`src/hdl/i2c_status_pkg.sv`:
```
// constants for the i2c status flag block
package i2c_status_pkg;
  // register byte offsets
  localparam logic [7:0] STATUS_OFS = 8'h00;
  localparam logic [7:0] CTRL_OFS = 8'h04;
  localparam logic [7:0] IRQ_STAT_OFS = 8'h08;
  localparam logic [7:0] IRQ_MASK_OFS = 8'h0c;
  // bus_status field positions
  localparam int ST_ARBITRATION_LOST_FLAG_BIT = 4;
  localparam int ST_DIR_BIT = 2;
  localparam int ST_IRQF_BIT = 1;
  localparam int ST_ADDRD_BIT = 3;
  // control field positions
  localparam int CT_FAST_ACK_ENABLE_BIT = 0;
  localparam int CT_TX_ACK_CONTROL_BIT = 1;
  localparam int CT_IE_BIT = 2;
  localparam int CT_SMB_BIT = 3;
  // event status bit positions
  localparam int EV_BYTE = 0;
  localparam int EV_ADDR = 1;
  localparam int EV_ARB = 2;
  localparam int EV_TMO = 3;
  localparam int EV_W = 4;
  // reset values
  localparam logic [7:0] STATUS_RST = 8'h00;
  localparam logic [7:0] CTRL_RST = 8'h00;
  localparam logic [EV_W-1:0] MASK_RST = 4'h0;
  // ahb codes
  localparam logic [1:0] HTRANS_NONSEQ = 2'h2;
  localparam logic [2:0] HSIZE_WORD = 3'h2;
endpackage

```
`src/hdl/event_irq.sv`:
```
`timescale 1ns/10ps
// sticky event status with write-one-to-clear and mask gating
module event_irq #(
  parameter int N = 4
) (
  input wire logic hclk,
  input wire logic hresetn,
  input wire logic ce,
  input wire logic [N-1:0] ev,
  input wire logic [N-1:0] clr,
  input wire logic [N-1:0] mask,
  output logic [N-1:0] stat,
  output logic irq
);
  logic [N-1:0] stat_r, stat_nxt;

  // a set in the same cycle as its clear wins
  always_comb begin
    stat_nxt = (stat_r & ~clr) | ev;
  end

  // sticky bits
  always_ff @(posedge hclk or negedge hresetn) begin
    if (!hresetn) begin
      stat_r <= '0;
    end else if (ce) begin
      stat_r <= stat_nxt;
    end
  end

  assign stat = stat_r;
  assign irq = |(stat_r & mask);
endmodule

```
`src/hdl/i2c_status_flags.sv`:
```
// Design decisions made here: register access over AHB-Lite and the address map.
`timescale 1ns/10ps
// i2c status flags: slave direction, pending flag, arbitration loss
module i2c_status_flags (
  input wire logic hclk,
  input wire logic hresetn,
  input wire logic clk_en,
  // ahb-lite slave
  input wire logic hsel,
  input wire logic [7:0] haddr,
  input wire logic [1:0] htrans,
  input wire logic hwrite,
  input wire logic [2:0] hsize,
  input wire logic [31:0] hwdata,
  input wire logic hready,
  output logic [31:0] hrdata,
  output logic hreadyout,
  output logic hresp,
  // events from the rest of the controller (bus side, synchronised here)
  input wire logic byte_done_pre_ack,
  input wire logic byte_done_post_ack,
  input wire logic rx_mode,
  input wire logic addr_match,
  input wire logic [4:0] match_kind,
  input wire logic rw_bit,
  input wire logic arb_lost_evt,
  input wire logic [3:0] smb_timeout,
  // towards the bus engine
  output logic ack_valid,
  output logic ack_bit,
  output logic fast_ack_enable,
  output logic irq_req,
  output logic irq
);
  import i2c_status_pkg::*;

  // pre, post, rx, match, five kind bits, rw, arb and the two low-side timeout lines
  localparam int NSYNC = 13;

  logic [NSYNC-1:0] raw_in, syn;
  logic s_pre, s_post, s_rx, s_match, s_rw, s_arb;
  logic [4:0] s_kind;
  logic [3:0] s_tmo;
  logic s_pre_d, s_post_d, s_match_d, s_arb_d;
  logic [3:0] s_tmo_d;
  logic pre_rise, post_rise, match_rise, arb_rise, tmo_rise;

  // all event inputs come from the bus-facing engine and are filtered, except smb_timeout[3:2], which are dropped
  assign raw_in = {byte_done_pre_ack, byte_done_post_ack, rx_mode, addr_match,
                   match_kind, rw_bit, arb_lost_evt, smb_timeout[1:0]};

  pin_sync3 #(.W(NSYNC)) u_sync (
    .hclk(hclk),
    .hresetn(hresetn),
    .ce(clk_en),
    .d(raw_in),
    .q(syn)
  );

  // the two high-level timeouts sit in bits 3:2 and never raise the flag
  assign s_tmo = {2'b00, syn[1:0]};
  assign {s_pre, s_post, s_rx, s_match, s_kind, s_rw, s_arb} = syn[12:2];

  // edge detect on the filtered events
  always_ff @(posedge hclk or negedge hresetn) begin
    if (!hresetn) begin
      s_pre_d <= 1'b0;
      s_post_d <= 1'b0;
      s_match_d <= 1'b0;
      s_arb_d <= 1'b0;
      s_tmo_d <= 4'h0;
    end else if (clk_en) begin
      s_pre_d <= s_pre;
      s_post_d <= s_post;
      s_match_d <= s_match;
      s_arb_d <= s_arb;
      s_tmo_d <= s_tmo;
    end
  end

  assign pre_rise = s_pre & ~s_pre_d;
  assign post_rise = s_post & ~s_post_d;
  assign match_rise = s_match & ~s_match_d & (|s_kind);
  assign arb_rise = s_arb & ~s_arb_d;
  assign tmo_rise = |(s_tmo & ~s_tmo_d);

  // ---- register state
  logic [7:0] ctrl_r, ctrl_nxt;
  logic dir_r, dir_nxt;
  logic addrd_r, addrd_nxt;
  logic irqf_r, irqf_nxt;
  logic arbitration_lost_flag_r, arbitration_lost_flag_nxt;
  logic [EV_W-1:0] mask_r, mask_nxt;
  logic ack_valid_r, ack_valid_nxt;
  logic ack_bit_r, ack_bit_nxt;
  logic [31:0] hrdata_r, hrdata_nxt;

  // ahb address phase capture
  logic dp_wr_r, dp_rd_r;
  logic [7:0] dp_addr_r;
  logic take, byte_evt, smb_mode;
  logic wr_status, wr_ctrl, wr_istat, wr_mask;
  logic [EV_W-1:0] ev_vec, ev_stat, ev_clr;

  function automatic logic hits(input logic [7:0] a, input logic [7:0] ofs);
    hits = (a[7:2] == ofs[7:2]);
  endfunction

  // only whole-word single transfers are taken; other sizes fall through silently
  assign take = hsel & hready & (htrans == HTRANS_NONSEQ) & (hsize == HSIZE_WORD);

  // data phase qualifiers; the address is captured every cycle but only used behind a strobe
  always_ff @(posedge hclk or negedge hresetn) begin
    if (!hresetn) begin
      dp_wr_r <= 1'b0;
      dp_rd_r <= 1'b0;
      dp_addr_r <= 8'h00;
    end else if (clk_en) begin
      dp_wr_r <= take & hwrite;
      dp_rd_r <= take & ~hwrite;
      dp_addr_r <= haddr;
    end
  end

  // write strobes live in the data phase, when hwdata stands
  assign wr_status = dp_wr_r & hits(dp_addr_r, STATUS_OFS);
  assign wr_ctrl = dp_wr_r & hits(dp_addr_r, CTRL_OFS);
  assign wr_istat = dp_wr_r & hits(dp_addr_r, IRQ_STAT_OFS);
  assign wr_mask = dp_wr_r & hits(dp_addr_r, IRQ_MASK_OFS);

  assign smb_mode = ctrl_r[CT_SMB_BIT];
  assign fast_ack_enable = ctrl_r[CT_FAST_ACK_ENABLE_BIT];

  // fast ack picks the pre-ack completion, otherwise the post-ack one
  assign byte_evt = fast_ack_enable ? pre_rise : post_rise;

  assign ev_vec = {tmo_rise & smb_mode, arb_rise, match_rise, byte_evt};

  // flag and control next state
  always_comb begin
    ctrl_nxt = ctrl_r;
    mask_nxt = mask_r;
    dir_nxt = dir_r;
    addrd_nxt = addrd_r;
    irqf_nxt = irqf_r;
    arbitration_lost_flag_nxt = arbitration_lost_flag_r;
    ack_valid_nxt = 1'b0;
    ack_bit_nxt = ack_bit_r;
    if (wr_ctrl) begin
      ctrl_nxt = hwdata[7:0];
      addrd_nxt = 1'b0;
      // a tx ack write during a fast-ack receive releases the held ack slot
      if (hwdata[CT_FAST_ACK_ENABLE_BIT] && s_rx) begin
        ack_valid_nxt = 1'b1;
        ack_bit_nxt = hwdata[CT_TX_ACK_CONTROL_BIT];
      end
    end
    if (wr_mask) begin
      mask_nxt = hwdata[EV_W-1:0];
    end
    // write one to clear; a simultaneous hardware set still wins
    if (wr_status && hwdata[ST_IRQF_BIT]) begin
      irqf_nxt = 1'b0;
    end
    if (wr_status && hwdata[ST_ARBITRATION_LOST_FLAG_BIT]) begin
      arbitration_lost_flag_nxt = 1'b0;
    end
    if (|ev_vec) begin
      irqf_nxt = 1'b1;
    end
    if (arb_rise) begin
      arbitration_lost_flag_nxt = 1'b1;
    end
    if (match_rise) begin
      addrd_nxt = 1'b1;
      dir_nxt = s_rw;
    end
  end

  always_ff @(posedge hclk or negedge hresetn) begin
    if (!hresetn) begin
      ctrl_r <= CTRL_RST;
      mask_r <= MASK_RST;
      dir_r <= STATUS_RST[ST_DIR_BIT];
      addrd_r <= STATUS_RST[ST_ADDRD_BIT];
      irqf_r <= STATUS_RST[ST_IRQF_BIT];
      arbitration_lost_flag_r <= STATUS_RST[ST_ARBITRATION_LOST_FLAG_BIT];
      ack_valid_r <= 1'b0;
      ack_bit_r <= 1'b0;
    end else if (clk_en) begin
      ctrl_r <= ctrl_nxt;
      mask_r <= mask_nxt;
      dir_r <= dir_nxt;
      addrd_r <= addrd_nxt;
      irqf_r <= irqf_nxt;
      arbitration_lost_flag_r <= arbitration_lost_flag_nxt;
      ack_valid_r <= ack_valid_nxt;
      ack_bit_r <= ack_bit_nxt;
    end
  end

  // per-event sticky status for the mask-gated line
  assign ev_clr = wr_istat ? hwdata[EV_W-1:0] : '0;

  event_irq #(.N(EV_W)) u_irq (
    .hclk(hclk),
    .hresetn(hresetn),
    .ce(clk_en),
    .ev(ev_vec),
    .clr(ev_clr),
    .mask(mask_r),
    .stat(ev_stat),
    .irq(irq)
  );

  // read mux, registered in the address phase so data stands in the data phase
  always_comb begin
    hrdata_nxt = 32'h0000_0000;
    if (take && !hwrite) begin
      if (hits(haddr, STATUS_OFS)) begin
        hrdata_nxt[ST_ARBITRATION_LOST_FLAG_BIT] = arbitration_lost_flag_r;
        hrdata_nxt[ST_ADDRD_BIT] = addrd_r;
        hrdata_nxt[ST_DIR_BIT] = addrd_r & dir_r;
        hrdata_nxt[ST_IRQF_BIT] = irqf_r;
      end else if (hits(haddr, CTRL_OFS)) begin
        hrdata_nxt[7:0] = ctrl_r;
      end else if (hits(haddr, IRQ_STAT_OFS)) begin
        hrdata_nxt[EV_W-1:0] = ev_stat;
      end else if (hits(haddr, IRQ_MASK_OFS)) begin
        hrdata_nxt[EV_W-1:0] = mask_r;
      end
    end
  end

  // read data stands for the data phase only and drops back to zero after it
  always_ff @(posedge hclk or negedge hresetn) begin
    if (!hresetn) begin
      hrdata_r <= 32'h0000_0000;
    end else if (clk_en) begin
      hrdata_r <= hrdata_nxt;
    end
  end

  // zero wait state slave: every transfer finishes in one data phase
  assign hrdata = hrdata_r;
  assign hreadyout = 1'b1;
  assign hresp = 1'b0;
  assign ack_valid = ack_valid_r;
  assign ack_bit = ack_bit_r;
  assign irq_req = irqf_r & ctrl_r[CT_IE_BIT];

  // ---- checks
  a_irq_enable: assert property (@(posedge hclk) disable iff (!hresetn)
    irq_req == (irqf_r && ctrl_r[CT_IE_BIT]))
    else $error("interrupt request does not follow flag and enable");
  a_flag_set: assert property (@(posedge hclk) disable iff (!hresetn)
    clk_en && arb_rise |=> irqf_r && arbitration_lost_flag_r)
    else $error("arbitration loss did not set flags");
  a_flag_clear: assert property (@(posedge hclk) disable iff (!hresetn)
    clk_en && wr_status && hwdata[ST_IRQF_BIT] && !(|ev_vec) |=> !irqf_r)
    else $error("pending flag not cleared by write one");
  a_fast_ack_enable_pre: assert property (@(posedge hclk) disable iff (!hresetn)
    clk_en && fast_ack_enable && pre_rise |=> irqf_r)
    else $error("fast ack byte did not set flag");
  a_nofack_post: assert property (@(posedge hclk) disable iff (!hresetn)
    clk_en && !fast_ack_enable && post_rise |=> irqf_r)
    else $error("byte with ack did not set flag");
  a_dir_rw: assert property (@(posedge hclk) disable iff (!hresetn)
    clk_en && match_rise |=> addrd_r && (dir_r == $past(s_rw)))
    else $error("direction does not match calling r/w bit");
  a_ack_drive: assert property (@(posedge hclk) disable iff (!hresetn)
    clk_en && wr_ctrl && hwdata[CT_FAST_ACK_ENABLE_BIT] && s_rx
    |=> ack_valid && ack_bit == $past(hwdata[CT_TX_ACK_CONTROL_BIT]))
    else $error("tx ack choice not driven");
  a_match_set: assert property (@(posedge hclk) disable iff (!hresetn)
    clk_en && match_rise |=> irqf_r)
    else $error("address match did not set flag");
  a_arbitration_lost_flag_hold: assert property (@(posedge hclk) disable iff (!hresetn)
    clk_en && arbitration_lost_flag_r && !wr_status |=> arbitration_lost_flag_r)
    else $error("arbitration lost flag dropped without clear");

  // direction value for each r/w bit of the calling address
  a_dir_recv: assert property (@(posedge hclk) disable iff (!hresetn)
    clk_en && match_rise && !s_rw |=> !dir_r)
    else $error("master write did not give slave receive direction");

  a_dir_xmit: assert property (@(posedge hclk) disable iff (!hresetn)
    clk_en && match_rise && s_rw |=> dir_r)
    else $error("master read did not give slave transmit direction");

  // low-side timeouts only count in smbus mode
  a_tmo_set: assert property (@(posedge hclk) disable iff (!hresetn)
    clk_en && smb_mode && tmo_rise |=> irqf_r)
    else $error("smbus timeout did not set flag");

  // the pending flag only drops on a write of one
  a_irqf_hold: assert property (@(posedge hclk) disable iff (!hresetn)
    clk_en && irqf_r && !(wr_status && hwdata[ST_IRQF_BIT]) |=> irqf_r)
    else $error("pending flag dropped without clear");

  // arbitration flag write-one clear when no new loss arrives
  a_arbitration_lost_flag_clear: assert property (@(posedge hclk) disable iff (!hresetn)
    clk_en && wr_status && hwdata[ST_ARBITRATION_LOST_FLAG_BIT] && !arb_rise |=> !arbitration_lost_flag_r)
    else $error("arbitration lost flag not cleared by write one");

  // no ack slot is released unless software chose one in receive
  a_ack_quiet: assert property (@(posedge hclk) disable iff (!hresetn)
    clk_en && !(wr_ctrl && hwdata[CT_FAST_ACK_ENABLE_BIT] && s_rx) |=> !ack_valid)
    else $error("ack released without a tx ack write");

  // read data is zero outside a read data phase
  a_rd_idle: assert property (@(posedge hclk) disable iff (!hresetn)
    clk_en && !(take && !hwrite) |=> hrdata == 32'h0000_0000)
    else $error("read data outside its data phase");

  // the slave never stalls and never errors
  a_bus_okay: assert property (@(posedge hclk) disable iff (!hresetn)
    hreadyout && !hresp)
    else $error("bus response not ready and okay");

  c_match: cover property (@(posedge hclk) disable iff (!hresetn) match_rise && s_rw);
  c_tmo: cover property (@(posedge hclk) disable iff (!hresetn) tmo_rise && smb_mode);
  c_fast_ack_enable: cover property (@(posedge hclk) disable iff (!hresetn) ack_valid && ack_bit);
  c_clear: cover property (@(posedge hclk) disable iff (!hresetn) irqf_r ##1 !irqf_r);
endmodule

```
`src/hdl/pin_sync3.sv`:
```
`timescale 1ns/10ps
// three-stage synchroniser with agreement filter for bus-side inputs
module pin_sync3 #(
  parameter int W = 1
) (
  input wire logic hclk,
  input wire logic hresetn,
  input wire logic ce,
  input wire logic [W-1:0] d,
  output logic [W-1:0] q
);
  logic [W-1:0] s1_r, s2_r, s3_r, q_r;
  logic [W-1:0] q_nxt;

  // a change counts only once stages two and three agree
  always_comb begin
    q_nxt = q_r;
    for (int i = 0; i < W; i++) begin
      if (s2_r[i] == s3_r[i]) begin
        q_nxt[i] = s3_r[i];
      end
    end
  end

  // stage one feeds stage two only
  always_ff @(posedge hclk or negedge hresetn) begin
    if (!hresetn) begin
      s1_r <= '0;
      s2_r <= '0;
      s3_r <= '0;
      q_r <= '0;
    end else if (ce) begin
      s1_r <= d;
      s2_r <= s1_r;
      s3_r <= s2_r;
      q_r <= q_nxt;
    end
  end

  assign q = q_r;
endmodule

```
`config.mk`:
```
export PLATFORM = sky130hd
export DESIGN_NAME = i2c_status_flags
export DESIGN_NICKNAME = d
export VERILOG_FILES = /design/src/hdl/i2c_status_pkg.sv /design/src/hdl/event_irq.sv /design/src/hdl/i2c_status_flags.sv /design/src/hdl/pin_sync3.sv
export SDC_FILE = /design/constraint.sdc
export NUM_CORES = 1
export LEC_CHECK = 0
export ABC_AREA = 0
export BUFFER_PORTS_ARGS = -buffer_cell sky130_fd_sc_hd__buf_2
export CAP_MARGIN = 25
export CORE_UTILIZATION = 50
export DETAILED_ROUTE_END_ITERATION = 8
export GPL_TIMING_DRIVEN = 0
export MAX_ROUTING_LAYER = met4
export PLACE_DENSITY = 0.77
export SLEW_MARGIN = 30
export SYNTH_ARGS = -nofsm -noshare
export SYNTH_HDL_FRONTEND = slang
export SYNTH_SLANG_ARGS = --single-unit
```
`constraint.sdc`:
```
create_clock -name hclk -period 3.2 [get_ports hclk]
set_clock_uncertainty 0.1 [all_clocks]
set_input_delay 0 -clock hclk [delete_from_list [all_inputs] [get_ports hclk]]
set_output_delay 0 -clock hclk [all_outputs]
set_load 0.05 [all_outputs]
```
==> out/qor.yml <==
outcome:
  status: "complete, no violations"
sta:
  tns_ps: 0
  slew_headroom_pct: 54.26
  rsz0062_at_grt: "no"
  worstMarginPinSlew_ps: 686.1
  fin_crit_sh_pct: 64.77
  setup_viol: 0
  finalCriticalPeriod_ps: 2073
  finalHoldViolCount: 0
  fmax_mhz: 482.5
  finalMaxSlewViolations: 0
logic_synthesis:
  async_flop_share_pct: 100.0
  syn_inst: 356
  synth-xor-area-share_pct: 0
  yosysUniqueCellTypes: 41
  synth-seq-area-share_pct: 57.14
  yosys_warnings: 0
  synth_compound_area_share_pct: 11.67
  synthesis.area_um2: 4160
  synth_mux_area_share_pct: 15.28
  synth_area_leaders: "dfrtp_1 57%, mux2_2 12%, o21ai_0 5.2%"
  ys.flop_type: "dfrtp_1"
  synth_top_area_share_pct: 57.14
  synth_top_family_by_area: "multiplexers"
  synth_edf_count: 0
  post_synth.cell_area_avg_um2: 11.69
  yosys.area_share.simple_pct: 7.609
  synth_seq_cells: 95
  yosys.area.top_type: "dfrtp_1"
  synth_fa_ha_area_share_pct: 0
global_routing:
  grt_max_degree: 73
  grt_pass1_vias: 3015
  antenna_found_initial: 0
  grt_overflow: 0
  grt_util_all_layers_pct: 22.93
  grt_first_pass_wirelength_um: 14700
worst_setup_path:
  crit_buf_inv: 0
  critPathTopFamily: "simple AND/OR/NAND/NOR gates"
  rr_worst_depth: 4
  start_kind: "register"
  path_class: "reg -> reg"
  crit_path_cell_trace: "or4b_4 > nor2_1 > a31oi_1 > or4_1"
  rrSetupSlack_ps: 1130
  r2r_end: "irqf_r"
  slowest_delay_ps: 570
  critPathRequiredTime_ps: 3330
  critical_path.max_fanout: 4
  worstReg2RegStart: "dp_addr_r[5]"
  crit_path_end_kind: "register"
  critPathSlowestCell: "or4b_4"
  cp.arrival_ps: 2210
placement:
  dpl.cell_count: 532
  dp.final_hpwl_um: 6019
  portBuffers: 49
  place.gp.congestion: 0.8388
routing:
  ant_nets: 0
  first_iter_violations: 190
  avgViaCountPerCell: 5.241
  vias: 3019
  drt_pre_antenna_iters: 4
  routed_wl_um: 8813
  drc: 0
  wire_per_inst_um: 15.30
worst_hold_path:
  min_path_cells: 5
  hp-class: "in -> reg"
  hold_end: "dp_wr_r"
  min_from: "hsize[0]"
cells_and_area:
  diodes: 0
  fin_util_pct: 64.94
  final_cells: 576
  layout.cells.most_common: "dfrtp_1"
  layout-drive-gt1-share_pct: 30.59
  layout_common_cells: "95 x dfrtp_1, 49 x buf_2, 44 x mux2_2"
  areaGrowthSynthToFinish_pct: 23.13
  num-nets-final: 535
job:
  timing.max_cap.violations: 0
floorplan:
  die-area_um2: 8689
  rows: 32
  initial_core_util_pct: 52.74
  boundaryPins: 105
  core_area_um2: 7888
  die_w_um: 93.22
  die-height_um: 93.22
pwr:
  p_leak_nw: 2.457
  ir_worst_vdd_uv: 399.7
  power.density_nw_per_um2: 542.7
clock_tree:
  cts-buffers-inserted: 9
  cts_htree_levels: 3
  clk_pin_slew_ps: 90
  root_buffer: "clkbuf_8"
  cts_tree: "built"
  post_cts_resized: 0
  clock_sinks: 95
  insertion_delay_ps: 360
  cts_buffer_depth: 2
## cell usage after synthesis, types with 3 or more instances
cell and count:
nand3_1 3, a22o_1 5, nor4_1 3, o2bb2ai_1 3, nand2b_1 5, nand2_1 27
o21ai_0 43, buf_4 26, mux2_2 44, inv_1 21, a21o_1 3, nor2_1 6
clkbuf_1 13, a21oi_1 16, mux2_4 8, dfrtp_1 95, nor2b_1 3
## registers in the layout (all words and copies together) (netlist names), 2 cells and up
name         count
mask_r           4
s_tmo_d          2
u_irq.stat       4
hrdata           8
u_sync.s1_r     13
u_sync.s3_r     13
u_sync.q        13
dp_addr_r        6
u_sync.s2_r     13
ctrl_r           8
## where the power goes
group,internal (W),switching [W]
Combinational,0.000229,0.000270
Sequential,0.00139,0.000134
Clock,0.000362,0.000397
Total,0.00198,0.000801
## layer usage
metal  routed length [um]  vias to the layer above  global-route usage, %
li1                     -                     1419                      -
met1                 3979                     1464                  29.16
met2                 4193                      111                  37.07
met3                  471                       25                  4.553
met4                  170                        0                  7.692
met5                    0                        -                      -
## worst max-delay path by stage
stage | cells past startpoint | from | endpoint | slack [ps]
floorplan | 4 | dp_addr_r[5] | ctrl_r[0] | 1260
global placement | 4 | dp_addr_r[5] | u_irq.stat[1] | 1160
detailed placement | 4 | dp_addr_r[5] | irqf_r | 1130
CTS | 4 | dp_addr_r[5] | irqf_r | 1130
global route | 4 | dp_addr_r[5] | irqf_r | 1050
finish | 4 | dp_addr_r[5] | irqf_r | 1130
## worst min-delay path, delay by kind of cell
| family | cells | cell delay, ps |
|---|---|---|
| simple gates | 3 | 320 |
| buf+inv | 1 | 70 |
| compound gates | 1 | 70 |
## logic make-up (layout without fill, tap and decap cells)
kind of cell,count (synthesis),after routing
and+or+nand+nor,61,61
muxes,54,54
other,2,26
DFF,95,95
buffers and inverters,62,156
AOI/OAI and AO/OA,82,82
## timing repair
item | 4_1_cts | 5_1_grt
hold buffers | 28 | 0
setup buffers | 0 | 0
hold endpoints to repair | 137 | 0
## per-stage QoR
stage	cell area [um^2]	hold slack, ps	power, W	setup WS (ps)
after CTS	5127	1.732	0.002799	1133
after detailed placement	4657	-225.4	0.002015	1133
after global placement	4623	131.9	0.001970	1164
final	5122	49.62	0.002780	1127
after floorplan	4250	-395.6	0.001854	1259
after global routing	5122	55.96	0.002929	1045
## cell type report
type / instances / area [um^2]
clock inverters: 5 / 58.81
inverters: 21 / 78.83
clock buffers: 11 / 131.4
multi-input cells: 223 / 1535
flip-flops and latches: 95 / 2377
repair buffers: 78 / 554.3
well taps: 102 / 127.6
fillers: 628 / 2765
plain buffers: 41 / 259.0
(Power assumes the default switching activity.)
